### config.mk
export PLATFORM = sky130hd
export DESIGN_NAME = serial_transceiver_datapath
export DESIGN_NICKNAME = d
export VERILOG_FILES = /design/src/design/serdes_pkg.sv /design/src/design/serial_transceiver_datapath.sv
export SDC_FILE = /design/constraint.sdc
export NUM_CORES = 2
export LEC_CHECK = 0
export ABC_CLOCK_PERIOD_IN_PS = 18400
export BUFFER_PORTS_ARGS = -buffer_cell sky130_fd_sc_hd__buf_2
export CAP_MARGIN = 30
export CORE_AREA = 2 2 276 332
export CTS_CLUSTER_DIAMETER = 80
export DETAILED_ROUTE_END_ITERATION = 10
export DIE_AREA = 0 0 278 334
export PLACE_DENSITY_LB_ADDON = 0.12
export SYNTH_ARGS = -nofsm -noshare
export SYNTH_HDL_FRONTEND = slang
export SYNTH_SLANG_ARGS = --single-unit
### constraint.sdc
create_clock -name i_clk -period 18.4 [get_ports i_clk]
set_input_delay 3.68 -clock i_clk [delete_from_list [all_inputs] [get_ports i_clk]]
set_output_delay 3.68 -clock i_clk [all_outputs]
set_load 0.02 [all_outputs]
### src/design/serdes_pkg.sv
package serdes_pkg;
	localparam int DW = 160;
	localparam logic [7:0] ADDR_CTRL = 8'h00;
	localparam logic [7:0] ADDR_STAT = 8'h04;
	localparam logic [7:0] ADDR_ERRS = 8'h08;
	localparam int CTRL_RATIO_LSB = 0;
	localparam int CTRL_CODE_LSB = 3;
	localparam int CTRL_FIFO_BIT = 5;
	localparam int CTRL_TXEN_BIT = 6;
	localparam int CTRL_RXEN_BIT = 7;
	localparam int CTRL_OOB_BIT = 8;
	localparam int CTRL_W = 9;
	localparam logic [8:0] CTRL_RESET = 9'h020;
	localparam int STAT_LOCK_BIT = 0;
	localparam int STAT_OOB_BIT = 1;
	localparam int STAT_CERR_BIT = 2;
	localparam int STAT_FILL_LSB = 3;
	localparam logic [1:0] SYNC66 = 2'h1;
	localparam logic [2:0] SYNC67 = 3'h2;
	localparam logic [1:0] BUF_DEPTH = 2'h2;
	localparam int CLK_MHZ = 100;
	localparam int OOB_HALF_NS = 80;
	localparam logic [3:0] OOB_HALF_CYC = 4'((OOB_HALF_NS * CLK_MHZ + 999) / 1000);
	localparam logic [2:0] OOB_MIN_EDGES = 3'h4;

	typedef enum logic [1:0] {
		CODE_NONE   = 2'b00,
		CODE_8B10B  = 2'b01,
		CODE_64B66B = 2'b10,
		CODE_64B67B = 2'b11
	} code_t;

	// Bits per word for each ratio selection
	function automatic logic [7:0] width_of(input logic [2:0] r);
		case (r)
			3'h0: width_of = 8'h10;
			3'h1: width_of = 8'h14;
			3'h2: width_of = 8'h20;
			3'h3: width_of = 8'h28;
			3'h4: width_of = 8'h40;
			3'h5: width_of = 8'h50;
			3'h6: width_of = 8'h80;
			default: width_of = 8'hA0;
		endcase
	endfunction : width_of

	// Serial bits per frame; the 64-bit codes fix their own length
	function automatic logic [7:0] frame_len(input logic [2:0] r, input code_t c);
		case (c)
			CODE_64B66B: frame_len = 8'h42;
			CODE_64B67B: frame_len = 8'h43;
			default: frame_len = width_of(r);
		endcase
	endfunction : frame_len
endpackage : serdes_pkg

### src/design/serial_transceiver_datapath.sv
// Function
// - Transmit serialises each word at a ratio of 16,20,32,40,64,80,128 or 160.
// - A divided word clock goes out; fabric registers transmit words on it.
// - Transmit words pass a buffer that configuration enables or bypasses.
// - Transmit optionally applies 8B/10B, 64B/66B or 64B/67B, else sends raw.
// - Receive deserialises into words of the same selectable widths.
// - Receive takes bit timing from the data; no separate clock is needed.
// - Receive reads NRZ bits and decodes the selected line code.
// - Received words are handed over on the receive user word clock.
// - All settings load at start and may change while the channel runs.
// - Low-speed out-of-band signalling is sent and detected while idle.
//
// The APB slave port and the address map were left to the implementer.
module serial_transceiver_datapath
	import serdes_pkg::*;
(
	input  wire logic          i_clk,
	input  wire logic          i_rstn,
	input  wire logic          i_psel,
	input  wire logic          i_penable,
	input  wire logic          i_pwrite,
	input  wire logic [7:0]    i_paddr,
	input  wire logic [31:0]   i_pwdata,
	output logic      [31:0]   o_prdata,
	output logic               o_pready,
	output logic               o_pslverr,
	input  wire logic [DW-1:0] i_tx_data,
	input  wire logic          i_tx_valid,
	output logic               o_tx_ready,
	output logic               o_tx_divided_parallel_clock,
	output logic               o_tx_serial,
	input  wire logic          i_rx_serial,
	output logic               o_rx_user_word_clock,
	output logic      [DW-1:0] o_rx_data,
	output logic               o_rx_code_err
);
	typedef enum logic {TX_OFF = 1'b0, TX_RUN = 1'b1} tx_state_t;
	typedef enum logic [1:0] {RX_OFF = 2'b00, RX_HUNT = 2'b01, RX_DATA = 2'b10} rx_state_t;

	logic [1:0]        rst_sync_q;
	logic              rst_n;
	logic [CTRL_W-1:0] ctrl_q;
	logic              oob_flag_q, cerr_flag_q;
	logic [7:0]        errcnt_q;
	logic [DW-1:0]     buf_q [BUF_DEPTH];
	logic              wr_ptr_q, rd_ptr_q;
	logic [1:0]        cnt_q, cnt_d;
	logic              push, pop;
	logic [DW-1:0]     head, enc8, tx_frame, tx_shift_q;
	logic [7:0]        tx_bits_q, tx_len_q, gap_q;
	tx_state_t         tx_state_q;
	logic              tx_load;
	logic [3:0]        oob_cnt_q;
	logic              oob_lvl_q;
	logic [2:0]        rx_s_q, oob_edges_q;
	logic              rx_rise, rx_edge, rx_done, rx_err, oob_set;
	rx_state_t         rx_state_q;
	logic [7:0]        rx_cnt_q, rx_len_q;
	code_t             rx_code_q;
	logic [DW-1:0]     rx_sr_q, rx_sr_next, rx_frame, dec8, rx_word;
	logic [15:0]       sym_err;
	logic [31:0]       clr;
	logic              acc, setup_done;
	logic [7:0]        head_b0;
	logic [8:0]        pwd9;

	wire logic [2:0] ratio  = ctrl_q[CTRL_RATIO_LSB +: 3];
	wire code_t      code   = code_t'(ctrl_q[CTRL_CODE_LSB +: 2]);
	wire logic       fifo_en = ctrl_q[CTRL_FIFO_BIT];
	wire logic       tx_en  = ctrl_q[CTRL_TXEN_BIT];
	wire logic       rx_en  = ctrl_q[CTRL_RXEN_BIT];
	wire logic       oob_en = ctrl_q[CTRL_OOB_BIT];

	// Reset release through two flops; assertion stays asynchronous
	always_ff @(posedge i_clk or negedge i_rstn) begin
		if (!i_rstn) rst_sync_q <= 2'h0;
		else rst_sync_q <= {rst_sync_q[0], 1'b1};
	end
	assign rst_n = rst_sync_q[1];

	// APB slave: one wait state, so every transfer answers in the second access cycle
	assign setup_done = i_psel & i_penable & ~o_pready;
	assign acc = i_psel & i_penable & o_pready;
	assign clr = (acc & i_pwrite & (i_paddr == ADDR_STAT)) ? i_pwdata : 32'h0;
	always_ff @(posedge i_clk or negedge rst_n) begin
		if (!rst_n) begin
			o_pready  <= 1'b0;
			o_prdata  <= 32'h0;
			o_pslverr <= 1'b0;
		end else begin
			o_pready <= setup_done;
			o_prdata <= 32'h0;
			o_pslverr <= 1'b0;
			if (setup_done) begin
				case (i_paddr)
					ADDR_CTRL: o_prdata <= {23'h0, ctrl_q};
					ADDR_STAT: o_prdata <= {27'h0, cnt_q, cerr_flag_q, oob_flag_q, rx_state_q == RX_DATA};
					ADDR_ERRS: o_prdata <= {24'h0, errcnt_q};
					default: o_pslverr <= 1'b1; // Unmapped: error, reads zero
				endcase
			end
		end
	end

	// Ratio and code take effect at the next frame boundary, even mid-traffic
	always_ff @(posedge i_clk or negedge rst_n) begin
		if (!rst_n) ctrl_q <= CTRL_RESET;
		else if (acc & i_pwrite & (i_paddr == ADDR_CTRL)) ctrl_q <= i_pwdata[CTRL_W-1:0];
	end

	// Sticky flags; a new event in the clearing cycle wins
	always_ff @(posedge i_clk or negedge rst_n) begin
		if (!rst_n) begin
			oob_flag_q  <= 1'b0;
			cerr_flag_q <= 1'b0;
			errcnt_q    <= 8'h0;
		end else begin
			oob_flag_q  <= oob_set | (oob_flag_q & ~clr[STAT_OOB_BIT]);
			cerr_flag_q <= (rx_done & rx_err) | (cerr_flag_q & ~clr[STAT_CERR_BIT]);
			if (rx_done & rx_err & (errcnt_q != 8'hFF)) errcnt_q <= errcnt_q + 8'h1; // Saturates
		end
	end

	// Two-entry transmit buffer; bypass keeps only one word in flight
	assign push = i_tx_valid & o_tx_ready;
	assign pop  = tx_load & (cnt_q != 2'h0);
	assign cnt_d = 2'(cnt_q + {1'b0, push} - {1'b0, pop});
	always_ff @(posedge i_clk or negedge rst_n) begin
		if (!rst_n) begin
			cnt_q      <= 2'h0;
			wr_ptr_q   <= 1'b0;
			rd_ptr_q   <= 1'b0;
			o_tx_ready <= 1'b0;
		end else begin
			cnt_q      <= cnt_d;
			wr_ptr_q   <= wr_ptr_q ^ push;
			rd_ptr_q   <= rd_ptr_q ^ pop;
			o_tx_ready <= fifo_en ? (cnt_d < BUF_DEPTH) : (cnt_d == 2'h0);
		end
	end

	// Buffer storage needs no reset; entries are read only when counted
	always_ff @(posedge i_clk) begin
		if (push) buf_q[wr_ptr_q] <= i_tx_data;
	end
	assign head = (cnt_q != 2'h0) ? buf_q[rd_ptr_q] : '0;
	assign head_b0 = head[7:0];
	assign pwd9 = i_pwdata[8:0];

	// Per-symbol 8B/10B mapping: two guard bits force a transition in each symbol
	for (genvar g = 0; g < 16; g++) begin : g_sym
		assign enc8[10*g +: 10] = {head[8*g+7], ~head[8*g+7], head[8*g +: 8]};
		assign dec8[8*g +: 8]   = rx_frame[10*g +: 8];
		assign sym_err[g] = (8'(10*g) < rx_len_q) & ((rx_frame[10*g+9] != rx_frame[10*g+7]) |
			(rx_frame[10*g+8] == rx_frame[10*g+7]));
	end
	assign dec8[DW-1:128] = '0;

	// Line code selection; an empty buffer sends a zero fill word
	always_comb begin
		case (code)
			CODE_8B10B:  tx_frame = enc8;
			CODE_64B66B: tx_frame = {94'h0, head[63:0], SYNC66};
			CODE_64B67B: tx_frame = {93'h0, head[63:0], SYNC67};
			default:     tx_frame = head;
		endcase
	end

	// Serialiser: one preamble bit, then back-to-back frames LSB first
	assign tx_load = tx_en & ((tx_state_q == TX_OFF) | (tx_bits_q == 8'h01));
	always_ff @(posedge i_clk or negedge rst_n) begin
		if (!rst_n) begin
			tx_state_q <= TX_OFF;
			tx_shift_q <= '0;
			tx_bits_q  <= 8'h0;
			tx_len_q   <= 8'h0;
			o_tx_serial <= 1'b0;
			o_tx_divided_parallel_clock <= 1'b0;
		end else begin
			o_tx_divided_parallel_clock <= tx_load;
			case (tx_state_q)
				TX_OFF: o_tx_serial <= tx_en ? 1'b1 : (oob_en & oob_lvl_q);
				TX_RUN: o_tx_serial <= tx_shift_q[0];
				default: o_tx_serial <= 1'b0;
			endcase
			if (tx_load) begin
				tx_state_q <= TX_RUN;
				tx_shift_q <= tx_frame;
				tx_bits_q  <= frame_len(ratio, code);
				tx_len_q   <= frame_len(ratio, code);
			end else if (tx_state_q == TX_RUN) begin
				tx_shift_q <= tx_shift_q >> 1;
				tx_bits_q  <= tx_bits_q - 8'h1;
				if (tx_bits_q == 8'h01) tx_state_q <= TX_OFF;
			end
		end
	end

	// Out-of-band tone: slow square wave while high-speed sending is off
	always_ff @(posedge i_clk or negedge rst_n) begin
		if (!rst_n) begin
			oob_cnt_q <= 4'h0;
			oob_lvl_q <= 1'b0;
		end else if (!oob_en || tx_en) begin
			oob_cnt_q <= 4'h0;
			oob_lvl_q <= 1'b0;
		end else if (oob_cnt_q == OOB_HALF_CYC - 4'h1) begin
			oob_cnt_q <= 4'h0;
			oob_lvl_q <= ~oob_lvl_q;
		end else begin
			oob_cnt_q <= oob_cnt_q + 4'h1;
		end
	end

	// Line input synchroniser; only stage two and three feed logic
	always_ff @(posedge i_clk or negedge rst_n) begin
		if (!rst_n) rx_s_q <= 3'h0;
		else rx_s_q <= {rx_s_q[1:0], i_rx_serial};
	end
	assign rx_rise = rx_s_q[1] & ~rx_s_q[2];
	assign rx_edge = rx_s_q[1] ^ rx_s_q[2];

	// Framing and decode; bit timing comes only from the data edge
	assign rx_sr_next = {rx_s_q[1], rx_sr_q[DW-1:1]};
	assign rx_frame   = rx_sr_next >> (8'(DW) - rx_len_q);
	assign rx_done    = (rx_state_q == RX_DATA) & (rx_cnt_q == rx_len_q - 8'h1);
	always_comb begin
		case (rx_code_q)
			CODE_8B10B: begin
				rx_word = dec8;
				rx_err  = |sym_err;
			end
			CODE_64B66B: begin
				rx_word = {96'h0, rx_frame[65:2]};
				rx_err  = rx_frame[1:0] != SYNC66;
			end
			CODE_64B67B: begin
				rx_word = {96'h0, rx_frame[66:3]};
				rx_err  = rx_frame[2:0] != SYNC67;
			end
			default: begin
				rx_word = rx_frame;
				rx_err  = 1'b0;
			end
		endcase
	end

	// Receive state: hunt for the preamble edge, then count whole frames
	always_ff @(posedge i_clk or negedge rst_n) begin
		if (!rst_n) begin
			rx_state_q <= RX_OFF;
			rx_cnt_q   <= 8'h0;
			rx_len_q   <= 8'h10;
			rx_code_q  <= CODE_NONE;
			rx_sr_q    <= '0;
		end else if (!rx_en) begin
			rx_state_q <= RX_OFF;
		end else begin
			case (rx_state_q)
				RX_OFF: rx_state_q <= RX_HUNT;
				RX_HUNT: begin
					if (rx_rise) begin
						rx_state_q <= RX_DATA;
						rx_cnt_q   <= 8'h0;
						rx_len_q   <= frame_len(ratio, code);
						rx_code_q  <= code;
					end
				end
				RX_DATA: begin
					rx_sr_q  <= rx_sr_next;
					rx_cnt_q <= rx_done ? 8'h0 : rx_cnt_q + 8'h1;
					if (rx_done) begin
						rx_len_q  <= frame_len(ratio, code);
						rx_code_q <= code;
					end
				end
				default: rx_state_q <= RX_OFF;
			endcase
		end
	end

	// Word handover: data and its one-cycle strobe leave from flops together
	always_ff @(posedge i_clk or negedge rst_n) begin
		if (!rst_n) begin
			o_rx_user_word_clock <= 1'b0;
			o_rx_data     <= '0;
			o_rx_code_err <= 1'b0;
		end else begin
			o_rx_user_word_clock <= rx_done;
			o_rx_code_err <= rx_done & rx_err;
			if (rx_done) o_rx_data <= rx_word;
		end
	end

	// Out-of-band detector: counts edges while the receiver is off
	assign oob_set = (rx_state_q == RX_OFF) & rx_edge & (oob_edges_q == OOB_MIN_EDGES - 3'h1);
	always_ff @(posedge i_clk or negedge rst_n) begin
		if (!rst_n) oob_edges_q <= 3'h0;
		else if (rx_state_q != RX_OFF) oob_edges_q <= 3'h0;
		else if (rx_edge && oob_edges_q != OOB_MIN_EDGES) oob_edges_q <= oob_edges_q + 3'h1;
	end

	// Helper for checks: cycles since the last word load
	always_ff @(posedge i_clk or negedge rst_n) begin
		if (!rst_n) gap_q <= 8'h0;
		else if (tx_load) gap_q <= 8'h1;
		else if (gap_q != 8'hFF) gap_q <= gap_q + 8'h1;
	end
endmodule : serial_transceiver_datapath

==> summary.txt <==
Worst slew pin tran -> 1.28 ns
Hold crit path type -> register to register
Worst path cell trace -> inv_4 > ha_4 > xor2_4 > buf_4 > buf_4 > buf_4 > nor2_1 > a221oi_1 > o21ai_0 > mux2_2 > o32a_1 > o221ai_1 > mux2i_1 > o221ai_1 > or3_1 > nand4_1 > mux2_1
Slowest stage delay, CP -> 1.05 ns
Sum of negative setup slack -> 0 ns
Final critical-path required period -> 8.35 ns
Clk Latency, worst-skew pair -> 0.68 ns
Commonest non-fill, non-tap cells in the layout -> nand2_1, dfrtp_1, nor2_1, mux2i_1, o21ai_0
Final ANT Viol Nets -> 0
Prevailing post-synth register cell -> dfrtp_1
Mapped Cells -> 5230
Worst EP required -> 18.93 ns
Arrival @ worst endpoint -> 8.88 ns
Setup bufs post-CTS -> 0
Crit path launch type -> register
Clk buf depth -> 3
Total CTS buffers -> 86
Crit Path Max Fanout -> 69
Crit Path Class -> register to register
Mean area per synthesized cell -> 10.4 sq um
Detail Placement HPWL -> 137 mm
Largest net degree at the start of global routing -> 180
Layout Nets -> 5539
Buf+Inv Stages, Crit Path -> 4
Die H -> 334 microns
Site row count -> 121
Most frequent CP cell -> buf_4
Status -> complete, no violations
Root Buffer -> clkbuf_16
Yosys reg bits -> 880
DIE AREA -> 92900 sq um
RSZ-0062 raised after global routing -> false
All-Layer GR Usage -> 40.1%
Via density per instance -> 6.90
Post-synth EDFFs -> 320
Die width -> 278 microns
Starting Density -> 60.3%
Kind of cell adding the most delay to the critical path -> buffers and inverters
Initial antenna violation count -> 7
Synth-to-Final Area Change -> 9.67%
Final hold violation count -> 0
Dominant cells by area after synthesis -> dfrtp_1, edfxtp_1, mux4_2
1st-pass router iterations -> 8
CTS tree -> done
R2r worst-path depth -> 17
Post-CTS Hold Buffers -> 0
Clock edge transition at the registers on the reported setup and hold paths -> 0.07 ns
PD cells -> 76.4 nW/um^2
Max Clk Rate -> 120 MHz
Vias in the first global route -> 43100
Post-DR wirelength/cell -> 28.7 microns
Post-synth top area cell -> dfrtp_1
Clock Sinks -> 880
Top cell type's share of synthesized area -> 25.7%
Final Max Slew Viols -> 0
Final Setup Violations -> 0
Commonest non-fill, non-tap cell in the layout -> nand2_1
H-Tree Depth -> 3
Hold Path Cell Cnt -> 0
Period utilisation layout -> 45.4%
Ys Warns -> 0
Design Power -> 4.55 mW
Crit. End Element -> register
Unique masters post-synth -> 97
Lkg Pwr -> 24.8 nW
Iteration-0 DRC Markers -> 5999
Skew final -> 0.0325 ns
# IOs -> 406
Post-CTS resize count -> 0
Max-Cap Viols -> 0
Synth async-reset ratio -> 63.6%
Slowest CP cell -> a221oi_1
Core area -> 90100 sq um
Cell area after synthesis -> 54300 sq um
DRC errors left -> 0
Critical Path Stages -> 17
Worst vdd ir -> 127 uV
# port buffers -> 359
Detailed-route via count -> 45200
Gp weighted congestion -> 1.09
WL final -> 188 mm
Share of layout cells above drive strength 1 -> 22.4%
GRT overflow -> 0
Relative slew slack -> 14.9%
Sequential area share after synthesis -> 43.5%
Wire length of the first global-routing pass -> 278 mm
## synthesized netlist by cell type (all sizes together), types with 10 or more instances
cell type  number
dfrtp         558
a211o          10
o32ai          14
and2           31
o32a           25
nor4           15
o221ai         47
nand4          14
inv            42
o22ai          56
edfxtp        320
nand3          63
o31ai          41
mux2i         391
a21oi         262
a31oi          71
or3            18
nor2          500
nand2         563
a221oi         21
nor3          142
a22o           19
clkbuf        283
ha             15
o211a          10
or4            19
xnor2          18
or2            12
nand2b         17
nor2b          10
buf           205
xor2           11
o21a           36
a221o          16
a211oi         44
a21o           11
o21ai         399
o211ai         87
a32oi          10
a22oi          74
mux2          398
mux4          195
and3           21
## power breakdown
part	switching (mW)	internal [mW]
logic	0.344	0.141
clock network	0.783	1.11
registers	0.0312	2.15
## metal layers
| metal | share of wire [%] | track usage (%) | vias up |
|---|---|---|---|
| met5 | 0.022 | 0 | - |
| met4 | 7.5 | 25.5 | 6 |
| met3 | 7.8 | 6.62 | 539 |
| met2 | 48 | 65.5 | 2475 |
| met1 | 37 | 50.0 | 22400 |
| li1 | - | - | 19800 |
## cell families after synthesis
logic type	share of synthesized area, %
multiplexers	23.6
buffers and inverters	4.51
other	0.0138
flip-flops	43.5
adder cells (fa/ha/maj)	0.346
AO/OA/AOI/OAI	16.1
AND/OR/NAND/NOR	11.5
XOR/XNOR	0.509
## final cells by class
class | instances | area [sq um]
diodes | 2 | 5.00
clock buffers | 113 | 2380
clock inverters | 48 | 686
fillers | 6970 | 30500
inverters | 42 | 160
multi-input cells | 3842 | 28500
flip-flops and latches | 880 | 23700
well taps | 1168 | 1460
repair buffers | 465 | 2700
## registers in the layout (all words and copies together), names as in the netlist, 2 cells and up
| register | flops |
|---|---|
| rx_len_q | 8 |
| buf_q | 320 |
| o_rx_data | 160 |
| tx_shift_q | 160 |
| rx_state_q | 2 |
| rx_cnt_q | 8 |
| rx_code_q | 2 |
| oob_edges_q | 3 |
| errcnt_q | 8 |
| o_prdata | 9 |
| rst_sync_q | 2 |
| rx_s_q | 3 |
| tx_bits_q | 8 |
| ctrl_q | 9 |
| rx_sr_q | 159 |
| oob_cnt_q | 4 |
| cnt_q | 2 |
## worst paths after layout
check,startpoint,slack [ns],to
worst max register to register,rx_len_q[0],10.05,errcnt_q[6]
max in group asynchronous,rst_sync_q[1],14.49,o_rx_data[95]
worst max-delay path,rx_len_q[0],10.05,errcnt_q[6]
min in group asynchronous,rst_sync_q[1],0.36,o_tx_divided_parallel_clock
worst min-delay path,rst_sync_q[0],0.35,rst_sync_q[1]
worst min register to register,rst_sync_q[0],0.35,rst_sync_q[1]
## through the flow
| step | setup WS [ns] | util [%] | hold slack (ns) | cells | area, sq um |
|---|---|---|---|---|---|
| 2_1_floorplan | 1.64 | - | 0.331 | 5252 | 54400 |
| 3_3_place_gp | 10.43 | 62.5 | 0.335 | 6383 | 56300 |
| 3_5_place_dp | 10.35 | 62.6 | 0.341 | 6389 | 56400 |
| 4_1_cts | 10.33 | 66.0 | 0.353 | 6550 | 59500 |
| 5_1_grt | 9.70 | 66.1 | 0.364 | 6560 | 59600 |
| 6_report | 10.05 | 66.1 | 0.353 | 6560 | 59600 |
(Power assumes the default switching activity.)
